==> src/hdl/uitm_cfg.svh <==
/*
 holds offsets, field positions, reset values and fixed codes of the
 upstream traffic-class window map; assumes byte addresses on an 8-bit apb paddr
*/
`ifndef UITM_CFG_SVH
`define UITM_CFG_SVH

`define UITM_PADDR_W      8
`define UITM_OFF_CAP      8'h00
`define UITM_OFF_ISO_CTRL 8'h04
`define UITM_OFF_W0_CTRL  8'h08
`define UITM_OFF_W0_BASE  8'h0c
`define UITM_OFF_W0_LIMIT 8'h10
`define UITM_OFF_W1_CTRL  8'h14
`define UITM_OFF_W1_BASE  8'h18
`define UITM_OFF_W1_LIMIT 8'h1c
`define UITM_OFF_W2_CTRL  8'h20
`define UITM_OFF_W2_BASE  8'h24
`define UITM_OFF_STATUS   8'h38

`define UITM_SEL_CAP      4'h0
`define UITM_SEL_ISO_CTRL 4'h1
`define UITM_SEL_W0_CTRL  4'h2
`define UITM_SEL_W0_BASE  4'h3
`define UITM_SEL_W0_LIMIT 4'h4
`define UITM_SEL_W1_CTRL  4'h5
`define UITM_SEL_W1_BASE  4'h6
`define UITM_SEL_W1_LIMIT 4'h7
`define UITM_SEL_W2_CTRL  4'h8
`define UITM_SEL_W2_BASE  4'h9
`define UITM_SEL_STATUS   4'ha
`define UITM_SEL_NONE     4'hf

`define UITM_CTRL_EN_BIT  0
`define UITM_CTRL_TC_LSB  1
`define UITM_CTRL_TC_MSB  3
`define UITM_GEN_EN_BIT   0
`define UITM_STAT_TC_LSB  0
`define UITM_STAT_HIT_LSB 4

`define UITM_CTRL_RST     4'h0
`define UITM_ADDR_RST     32'h0000_0000
`define UITM_WIN_COUNT    4'h4
`define UITM_TC_DEFAULT   3'h0

`endif

==> src/hdl/uitm_pkg.sv <==
/*
 types of the upstream traffic-class window map;
 assumes the constants of uitm_cfg.svh for values
*/
package uitm_pkg;

   typedef struct packed {
      logic [2:0] tc;
      logic       en;
   } uitm_ctrl_t;

   typedef struct packed {
      logic        valid;
      logic [31:0] addr;
   } uitm_req_t;

   typedef struct packed {
      logic       valid;
      logic [2:0] tc;
      logic [2:0] hit;
   } uitm_res_t;

   typedef struct packed {
      uitm_ctrl_t [2:0]        ctrl;
      logic       [2:0][31:0]  base;
      logic       [1:0][31:0]  limit;
      logic                    gen;
      logic       [31:0]       prdata;
      logic                    pready;
      logic                    pslverr;
      uitm_res_t               res;
   } uitm_state_t;

endpackage

==> src/hdl/uitm_map.sv <==
/*
 apb register bank and address match that gives upstream memory transactions
 a traffic class from three programmable windows.
 assumes an apb4 master on sys_clk, and an upstream path on the same clock
 that also supplies the upper bound of window 2.
*/
// What this block does
// RL1 - control register bits 15:4 always read back as zero
// RL2 - control bits 3:1 hold a writable traffic class, reset to zero
// RL3 - a window with its enable bit clear never changes traffic class
// RL4 - enabled window maps hitting upstream addresses to its traffic class
// RL5 - each window has a 32-bit writable base, reset to zero
// RL6 - each window has a 32-bit writable limit, reset to zero; window 2 here takes its limit from the win2_limit input
// RL7 - base and limit store any value even while window disabled
// RL8 - window 0 control, base, limit sit at 08h, 0ch, 10h
// RL9 - window 1 control, base, limit sit at 14h, 18h, 1ch
// RL10 - window 2 control and base sit at 20h and 24h
// RL11 - control registers are 16 bits and clear to zero on reset
// RL12 - global enable clear forces class 0, set permits other classes
// RL13 - read-only capability field reports four windows as 0100b
// RL14 - address inside window when base <= address <= limit
// RL15 - lowest-numbered matching window wins, no match gives class 0
`timescale 1ns/10ps
`include "uitm_cfg.svh"

module uitm_map #(
   parameter logic [3:0] WIN_COUNT = `UITM_WIN_COUNT
) (
   input  wire logic                      sys_clk,
   input  wire logic                      nrst,
   input  wire logic                      psel,
   input  wire logic                      penable,
   input  wire logic                      pwrite,
   input  wire logic [`UITM_PADDR_W-1:0]  paddr,
   input  wire logic [31:0]               pwdata,
   input  wire logic [3:0]                pstrb,
   output logic      [31:0]               prdata,
   output logic                           pready,
   output logic                           pslverr,
   input  wire logic [31:0]               win2_limit,
   input  uitm_pkg::uitm_req_t            up_req,
   output uitm_pkg::uitm_res_t            up_res
);

   // the capability field may not report fewer windows than are built here
   if (WIN_COUNT < 4'h3) begin : g_bad_count
      $error("uitm_map: window count below the three windows built here");
   end

   uitm_pkg::uitm_state_t q;
   uitm_pkg::uitm_state_t d;

   // byte-lane merge of a write into a stored word
   function automatic logic [31:0] merge(
      input logic [31:0] old,
      input logic [31:0] wdat,
      input logic [3:0]  strb
   );
      logic [31:0] r;
      r = old;
      for (int b = 0; b < 4; b++) begin
         if (strb[b]) begin
            r[b*8 +: 8] = wdat[b*8 +: 8];
         end
      end
      return r;
   endfunction

   // inclusive bounds on both ends
   function automatic logic in_window(
      input logic [31:0] addr,
      input logic [31:0] lo,
      input logic [31:0] hi
   );
      return (addr >= lo) && (addr <= hi); // see RL14
   endfunction

   // control register image, upper bits zero
   function automatic logic [31:0] ctrl_word(input uitm_pkg::uitm_ctrl_t c);
      logic [31:0] r;
      r = 32'h0000_0000; // see RL1
      r[`UITM_CTRL_TC_MSB:`UITM_CTRL_TC_LSB] = c.tc; // see RL2
      r[`UITM_CTRL_EN_BIT] = c.en; // see RL3
      return r;
   endfunction

   // write one control register from the low byte only
   function automatic uitm_pkg::uitm_ctrl_t ctrl_wr(
      input uitm_pkg::uitm_ctrl_t c,
      input logic [31:0]          wdat,
      input logic [3:0]           strb
   );
      logic [31:0] m;
      uitm_pkg::uitm_ctrl_t r;
      m = merge(ctrl_word(c), wdat, strb);
      r.tc = m[`UITM_CTRL_TC_MSB:`UITM_CTRL_TC_LSB]; // see RL2
      r.en = m[`UITM_CTRL_EN_BIT]; // see RL3
      return r;
   endfunction

   // register index of a bus address, shared by read and write decode
   function automatic logic [3:0] reg_sel(input logic [`UITM_PADDR_W-1:0] a);
      logic [3:0] s;
      s = `UITM_SEL_NONE;
      if (a == `UITM_OFF_CAP) begin
         s = `UITM_SEL_CAP;
      end else if (a == `UITM_OFF_ISO_CTRL) begin
         s = `UITM_SEL_ISO_CTRL;
      end else if (a == `UITM_OFF_W0_CTRL) begin
         s = `UITM_SEL_W0_CTRL; // see RL8
      end else if (a == `UITM_OFF_W0_BASE) begin
         s = `UITM_SEL_W0_BASE; // see RL8
      end else if (a == `UITM_OFF_W0_LIMIT) begin
         s = `UITM_SEL_W0_LIMIT; // see RL8
      end else if (a == `UITM_OFF_W1_CTRL) begin
         s = `UITM_SEL_W1_CTRL; // see RL9
      end else if (a == `UITM_OFF_W1_BASE) begin
         s = `UITM_SEL_W1_BASE; // see RL9
      end else if (a == `UITM_OFF_W1_LIMIT) begin
         s = `UITM_SEL_W1_LIMIT; // see RL9
      end else if (a == `UITM_OFF_W2_CTRL) begin
         s = `UITM_SEL_W2_CTRL; // see RL10
      end else if (a == `UITM_OFF_W2_BASE) begin
         s = `UITM_SEL_W2_BASE; // see RL10
      end else if (a == `UITM_OFF_STATUS) begin
         s = `UITM_SEL_STATUS;
      end
      return s;
   endfunction

   logic [31:0] lim [3];
   logic [3:0]  sel;
   logic [2:0]  hit;
   logic [2:0]  tc_sel;
   logic        rd_hit;
   logic [31:0] rd_data;

   always_comb begin
      lim[0] = q.limit[0];
      lim[1] = q.limit[1];
      lim[2] = win2_limit;
   end

   // per-window match
   genvar gi;
   generate
      for (gi = 0; gi < 3; gi++) begin : g_win
         assign hit[gi] = q.ctrl[gi].en && in_window(up_req.addr, q.base[gi], lim[gi]); // see RL3 RL4
      end
   endgenerate

   // lowest-numbered hit wins, global enable gates all mapping
   always_comb begin
      tc_sel = `UITM_TC_DEFAULT; // see RL15
      if (q.gen) begin // see RL12
         if (hit[0]) begin
            tc_sel = q.ctrl[0].tc; // see RL4 RL15
         end else if (hit[1]) begin
            tc_sel = q.ctrl[1].tc;
         end else if (hit[2]) begin
            tc_sel = q.ctrl[2].tc;
         end
      end
   end

   // read decode
   always_comb begin
      sel     = reg_sel(paddr);
      rd_hit  = (sel != `UITM_SEL_NONE);
      rd_data = 32'h0000_0000;
      if (sel == `UITM_SEL_CAP) begin
         rd_data[3:0] = WIN_COUNT; // see RL13
      end else if (sel == `UITM_SEL_ISO_CTRL) begin
         rd_data[`UITM_GEN_EN_BIT] = q.gen; // see RL12
      end else if (sel == `UITM_SEL_W0_CTRL) begin
         rd_data = ctrl_word(q.ctrl[0]); // see RL8 RL1
      end else if (sel == `UITM_SEL_W0_BASE) begin
         rd_data = q.base[0]; // see RL8 RL7
      end else if (sel == `UITM_SEL_W0_LIMIT) begin
         rd_data = q.limit[0]; // see RL8 RL7
      end else if (sel == `UITM_SEL_W1_CTRL) begin
         rd_data = ctrl_word(q.ctrl[1]); // see RL9 RL1
      end else if (sel == `UITM_SEL_W1_BASE) begin
         rd_data = q.base[1]; // see RL9
      end else if (sel == `UITM_SEL_W1_LIMIT) begin
         rd_data = q.limit[1]; // see RL9
      end else if (sel == `UITM_SEL_W2_CTRL) begin
         rd_data = ctrl_word(q.ctrl[2]); // see RL10 RL1
      end else if (sel == `UITM_SEL_W2_BASE) begin
         rd_data = q.base[2]; // see RL10
      end else if (sel == `UITM_SEL_STATUS) begin
         rd_data[`UITM_STAT_TC_LSB +: 3]  = q.res.tc;
         rd_data[`UITM_STAT_HIT_LSB +: 3] = q.res.hit;
      end
   end

   // next state
   always_comb begin
      d         = q;
      d.pready  = 1'b0;
      d.pslverr = 1'b0;
      d.prdata  = 32'h0000_0000;
      // setup phase: answer is ready in the following access cycle
      if (psel && !penable) begin
         d.pready  = 1'b1;
         d.pslverr = !rd_hit;
         if (!pwrite) begin
            d.prdata = rd_data;
         end
      end
      // access phase with ready: the write takes effect here only
      if (psel && penable && q.pready && pwrite) begin
         if (sel == `UITM_SEL_ISO_CTRL) begin
            if (pstrb[0]) begin
               d.gen = pwdata[`UITM_GEN_EN_BIT]; // see RL12
            end
         end else if (sel == `UITM_SEL_W0_CTRL) begin
            d.ctrl[0] = ctrl_wr(q.ctrl[0], pwdata, pstrb); // see RL8 RL2
         end else if (sel == `UITM_SEL_W0_BASE) begin
            d.base[0] = merge(q.base[0], pwdata, pstrb); // see RL5 RL7 RL8
         end else if (sel == `UITM_SEL_W0_LIMIT) begin
            d.limit[0] = merge(q.limit[0], pwdata, pstrb); // see RL6 RL7 RL8
         end else if (sel == `UITM_SEL_W1_CTRL) begin
            d.ctrl[1] = ctrl_wr(q.ctrl[1], pwdata, pstrb); // see RL9 RL2
         end else if (sel == `UITM_SEL_W1_BASE) begin
            d.base[1] = merge(q.base[1], pwdata, pstrb); // see RL5 RL9
         end else if (sel == `UITM_SEL_W1_LIMIT) begin
            d.limit[1] = merge(q.limit[1], pwdata, pstrb); // see RL6 RL9
         end else if (sel == `UITM_SEL_W2_CTRL) begin
            d.ctrl[2] = ctrl_wr(q.ctrl[2], pwdata, pstrb); // see RL10 RL2
         end else if (sel == `UITM_SEL_W2_BASE) begin
            d.base[2] = merge(q.base[2], pwdata, pstrb); // see RL5 RL10
         end
      end
      // lookup result one cycle after the request
      d.res.valid = up_req.valid;
      if (up_req.valid) begin
         d.res.tc  = tc_sel; // see RL4 RL12 RL15
         d.res.hit = hit;
      end
   end

   always_ff @(posedge sys_clk or negedge nrst) begin
      if (!nrst) begin
         for (int i = 0; i < 3; i++) begin
            q.ctrl[i] <= `UITM_CTRL_RST; // see RL11
            q.base[i] <= `UITM_ADDR_RST; // see RL5
         end
         q.limit[0] <= `UITM_ADDR_RST; // see RL6
         q.limit[1] <= `UITM_ADDR_RST;
         q.gen      <= 1'b0;
         q.prdata   <= 32'h0000_0000;
         q.pready   <= 1'b0;
         q.pslverr  <= 1'b0;
         q.res      <= '0;
      end else begin
         q <= d;
      end
   end

   assign prdata  = q.prdata;
   assign pready  = q.pready;
   assign pslverr = q.pslverr;
   assign up_res  = q.res;

endmodule

==> config.mk <==
export PLATFORM = sky130hd
export DESIGN_NAME = uitm_map
export DESIGN_NICKNAME = d
export VERILOG_FILES = /design/src/hdl/uitm_pkg.sv /design/src/hdl/uitm_map.sv
export VERILOG_INCLUDE_DIRS = /design/src /design/src/hdl
export SDC_FILE = /design/constraint.sdc
export NUM_CORES = 1
export LEC_CHECK = 0
export CORE_MARGIN = 2
export CORE_UTILIZATION = 59
export CTS_CLUSTER_SIZE = 12
export DETAILED_ROUTE_END_ITERATION = 6
export DONT_BUFFER_PORTS = 1
export GPL_TIMING_DRIVEN = 0
export PLACE_DENSITY = 0.78
export SKIP_LAST_GASP = 1
export SYNTH_ARGS = -nofsm -noshare
export SYNTH_HDL_FRONTEND = slang
export SYNTH_SLANG_ARGS = --single-unit
==> constraint.sdc <==
create_clock -name sys_clk -period 2.65 [get_ports sys_clk]
set_input_delay 0.3975 -clock sys_clk [delete_from_list [all_inputs] [get_ports sys_clk]]
set_output_delay 0.3975 -clock sys_clk [all_outputs]
set_load 0.01 [all_outputs]
Word level (Yosys, flattened, before mapping)
Cells that the tools add are included.
{"block": "op_classes", "magnitude_cmp": 6, "eq_ne": 21, "n_mux": 34, "n_bitwise": 8, "reduce_logical": 38}
{"op": "$mux W32", "n": 8}
{"op": "$ge A32 B32 Y1", "n": 3}
{"op": "$le A32 B32 Y1", "n": 3}
{"op": "$reduce_and A11 Y1", "n": 4}
{"op": "$mux W4", "n": 9}
{"op": "$reduce_and A9 Y1", "n": 4}
{"op": "$mux W34", "n": 1}
{"op": "$mux W3", "n": 11}
{"op": "$eq A8 B5 Y1 const B", "n": 4}
{"op": "$reduce_and A8 Y1", "n": 4}
{"op": "$mux W31", "n": 1}
{"op": "$mux W28", "n": 1}
{"op": "$mux W25", "n": 1}
{"op": "$eq A8 B6 Y1 const B", "n": 3}
{"op": "$reduce_and A6 Y1", "n": 4}
{"op": "$reduce_and A5 Y1", "n": 4}
{"op": "$eq A4 B3 Y1 const B", "n": 4}
{"op": "$eq A8 B4 Y1 const B", "n": 2}
{"op": "$eq A4 B4 Y1 const B", "n": 3}
{"op": "$logic_and A1 B1 Y1", "n": 10}
{"op": "$reduce_and A10 Y1", "n": 1}
{"op": "$eq A4 B2 Y1 const B", "n": 2}
{"op": "$eq A8 B3 Y1 const B", "n": 1}
{"op": "$logic_not A8 Y1", "n": 1}
{"op": "other kinds (9)", "n": 18}
{"block": "totals", "reg_bits": 214, "input_bits": 114, "out_inout_bits": 41, "elab_cells": 140}

Depth between registers and ports, before layout
{"block": "depth", "depth_word": 26, "depth_mapped": 12, "depth_no_buf": 10}

Least setup slack after synthesis
No wires, ideal clock.
{"block": "synth_path", "kind": "input to register", "startpoint": "input port up_req[29] in the netlist's numbering", "endpoint": "register q (netlist bit up_res[3])", "setup_time_ns": 0.120, "arrival_ns": 2.453, "required_ns": 2.530, "slack_ns": 0.077, "stages": 8, "n_path_buf": 0, "cell_sequence": "ha_1 -> nand4_1 -> or2_2 -> or4_1 -> nand4_1 -> o2bb2ai_1 -> mux2_2 -> a31o_2"}
{"block": "synth_via", "elab_chain_len": 7, "elab_cells_between_ends": 16, "classes_between": "6 x order compare; 4 x mux; 6 x reduce/logical"}
{"element": "from (decl)", "line_no": "uitm_map.sv:41", "text": "input uitm_pkg::uitm_req_t up_req,"}
{"element": "$ge A32 B32 Y1 or $le A32 B32 Y1 (tied branches)", "line_no": "uitm_map.sv:75", "text": "return (addr >= lo) && (addr <= hi);"}
{"element": "$logic_and A1 B1 Y1", "line_no": "uitm_map.sv:75"}
{"element": "$logic_and A1 B1 Y1", "line_no": "uitm_map.sv:148", "text": "assign hit[gi] = q.ctrl[gi].en && in_window(up_req.addr, q.base[gi], lim[gi]);"}
{"element": "$mux W3", "line_no": "uitm_map.sv:160", "text": "end else if (hit[2]) begin"}
{"element": "$mux W3", "line_no": "uitm_map.sv:158", "text": "end else if (hit[1]) begin"}
{"element": "$mux W3 (*)", "line_no": "uitm_map.sv:156", "text": "if (hit[0]) begin"}
{"element": "$mux W3 (*)", "line_no": "uitm_map.sv:155", "text": "if (q.gen) begin"}
{"element": "to (decl)", "line_no": "uitm_map.sv:50", "text": "uitm_pkg::uitm_state_t q;"}
Every way passes the cells marked *; elsewhere a longest branch is shown, timed or not.
A chain may end at the register's enable or synchronous reset.

Final worst setup path
{"block": "layout_path", "startpoint": "register q (netlist bit lim[61])", "endpoint": "register q (netlist bit up_res[3])"}
{"block": "layout_via", "elab_chain_len": 6}
{"element": "$le A32 B32 Y1", "line_no": "uitm_map.sv:75"}
{"element": "$logic_and A1 B1 Y1", "line_no": "uitm_map.sv:75"}
{"element": "$logic_and A1 B1 Y1", "line_no": "uitm_map.sv:148"}
{"element": "$mux W3", "line_no": "uitm_map.sv:158"}
{"element": "$mux W3", "line_no": "uitm_map.sv:156"}
{"element": "$mux W3", "line_no": "uitm_map.sv:155"}
Every way passes these cells.

==> impl_metrics.ini <==
[outcome]
status = finished, violations left
violations = hold timing, setup timing

[global_routing]
first_global_vias = 11689
antenna_found_initial = 1
grt_pass1_wl_um = 63900
grt_start_max_net_pins = 215
track_usage_pct = 32.0
grt.overflow.total = 0

[routing]
wl_per_cell_um = 22.7
drtIter0Drc = 959
wl_met3_um = 3560
drt-met1-wl_um = 16300
ant_nets = 0
vias_per_cell = 6.30
first_pass_iters = 6
routed.top_layer = met5
remaining_drc_errors = 0
met2WireLength_um = 19000
route.vias.total = 11349
routed_wl_um = 41000

[clock_tree]
cts.clk_slew.worst_paths_ns = 0.06
htree_levels = 1
cts_buffers = 25
clock_latency_ns = 0.54
cts-root-buf = clkbuf_16
cts_tree = done
clockBufferDepth = 3
cts_sinks = 214

[sta]
timing.final.crit_share_pct = 105
fin_skew_ns = 0.0230
tightest_slew_ns = 0.851
setup_ws_ns = -0.121
hold_viol_final = 214
hold_slack_ns = -0.447
timing.fmax_mhz = 361
finalSetupViolCount = 4
period_needed_ns = 2.77
slew_violations = 0
maxSlewHeadroom_pct = 42.7
rsz0062_at_grt = yes

[die]
coreArea_um2 = 23500
io_pins = 155
rows = 56
die_w_um = 159
die_h_um = 159
start_util_pct = 60.3
dieArea_um2 = 25300

[cells_and_area]
final_cell_area_um2 = 16000
drive_gt1_share_pct = 23.7
final_common_cell = dfrtp_1
layout_common_cells = 214 x dfrtp_1, 198 x inv_1, 183 x ha_1
layout.nets = 1771
fin_cells = 1801
synthToLayoutAreaGrowth_pct = 12.5
n_antenna_cell = 0

[synthesis]
synth_enable_flop_cells = 0
syn_nets = 1711
ys_ff_latch = 214
synth.avg_cell_area_um2 = 10.1
syn_inst = 1405
synth_async_sr_flop_share_pct = 100
seq_area_frac_synth_pct = 37.7
synth.distinct_cells = 68
synthFlopType = dfrtp_1
syn_area_um2 = 14200
yosysWarnings = 0

[worst_hold_path]
hp-class = input port to async pin

[placement]
io_buffers = 0
routabilityCongestion = 0.959
place_hpwl_um = 29700
place_inst = 1724
dpl_cell_area_um2 = 14600

[setup_path]
critPathMaxFanout = 4
worst_ep_arrival_time_ns = 3.21
crit_type = register to register
endpoint_kind = register
cp.required_ns = 3.09
crit_path_start_kind = register

[run]
drv_cap = 0

[pwr]
power.density_nw_per_um2 = 445
p_leak_nw = 7.40
peakVddDrop_mv = 0.488
power_mw = 7.11
==> state kept, by name (all words and copies together), names as in the netlist <==
| register | cells |
|---|---|
| pready | 1 |
| lim | 64 |
| prdata | 32 |
| pslverr | 1 |
| q | 109 |
| up_res | 7 |
==> per-stage QoR <==
stage	TNS (ns)	worst slack, ns	hold WS (ns)	util [%]
3_3_place_gp	-18.13	-0.770	0.113	62.0
2_1_floorplan	0	0.0774	0.102	-
3_5_place_dp	-23.04	-0.804	0.112	62.0
4_1_cts	0	0.0102	-0.451	67.4
6_report	-0.357	-0.121	-0.447	67.9
5_1_grt	-0.761	-0.230	-0.460	67.9
==> routing by layer <==
| metal | up-vias | GRT usage [%] |
|---|---|---|
| met5 | - | 0 |
| met2 | 504 | 51.9 |
| li1 | 5137 | - |
| met4 | 2 | 15.7 |
| met1 | 5571 | 40.6 |
| met3 | 135 | 7.29 |
==> cell families (layout without fill, tap and decap cells) <==
group,Yosys count,after routing,synth area share (%)
compound gates,298,298,14.0
fa+ha+maj,192,192,16.9
buf+inv,272,349,8.53
flops,214,214,37.7
mux,160,160,12.7
simple gates,269,269,10.1
==> power breakdown <==
group / total [mW] / leakage [nW] / switching, mW / internal, mW
logic: 0.573 / 4.14 / 0.318 / 0.255
clock network: 3.25 / 0.382 / 1.41 / 1.84
registers: 3.29 / 2.88 / 0.00746 / 3.28
==> final timing paths <==
path | slack, ns | depth (start not counted) | from | end
worst max register to register | -0.12 | 10 | lim[61]$_DFFE_PN0P_ | up_res[3]$_DFFE_PN0P_
worst max-delay path | -0.12 | 10 | lim[61]$_DFFE_PN0P_ | up_res[3]$_DFFE_PN0P_
worst min register to register | 0.51 | 1 | q[167]$_DFFE_PN0P_ | q[167]$_DFFE_PN0P_
min in group sys_clk | 0 | 2 | pwdata[4] | q[174]$_DFFE_PN0P_
worst min-delay path | -0.45 | 0 | nrst | lim[90]$_DFFE_PN0P_
max in group asynchronous | 2.82 | 0 | nrst | q[117]$_DFFE_PN0P_
==> what timing repair did <==
item / in CTS / in global routing
hold endpoints to repair: 246 / 217
buffers inserted: 16 / 4
resized for setup: 52 / 8
setup endpoints to repair: 6 / 18
hold buffers: 12 / 3
pin swaps: 32 / 5
==> layout make-up <==
type	count	area, µm²
multi-input combinational	919	7960
fill	1842	7560
sequential	214	5360
inverter	204	766
clock buffer	33	696
buffer	68	447
tap	319	399
timing repair buffer	33	285
clock inverter	11	68.8
==> worst max-delay path, cell delays in order (launching register included) <==
cell	delay, ns
dfrtp_1	0.35
inv_1	0.07
ha_4	0.27
nand4_1	0.13
or2_4	0.32
nor4b_4	0.43
o31ai_2	0.17
nand4_1	0.17
o2bb2ai_4	0.20
mux2_4	0.33
a31o_4	0.21
==> synthesized netlist by cell type, types with 15 or more instances <==
master     n  area, µm²
nor2_1    44        165
a22oi_1   51        383
buf_4     44        330
nand3_1   25        125
inv_1    204        766
nand2_2   15       93.8
a21o_1    22        165
nand4_1   36        225
dfrtp_1  214       5360
o21ai_0   59        295
a21oi_1   59        295
nand2_1   80        300
mux2_2   155       1750
a31oi_1   28        175
ha_1     192       2400
No activity file was read; power rests on OpenSTA's default activity.
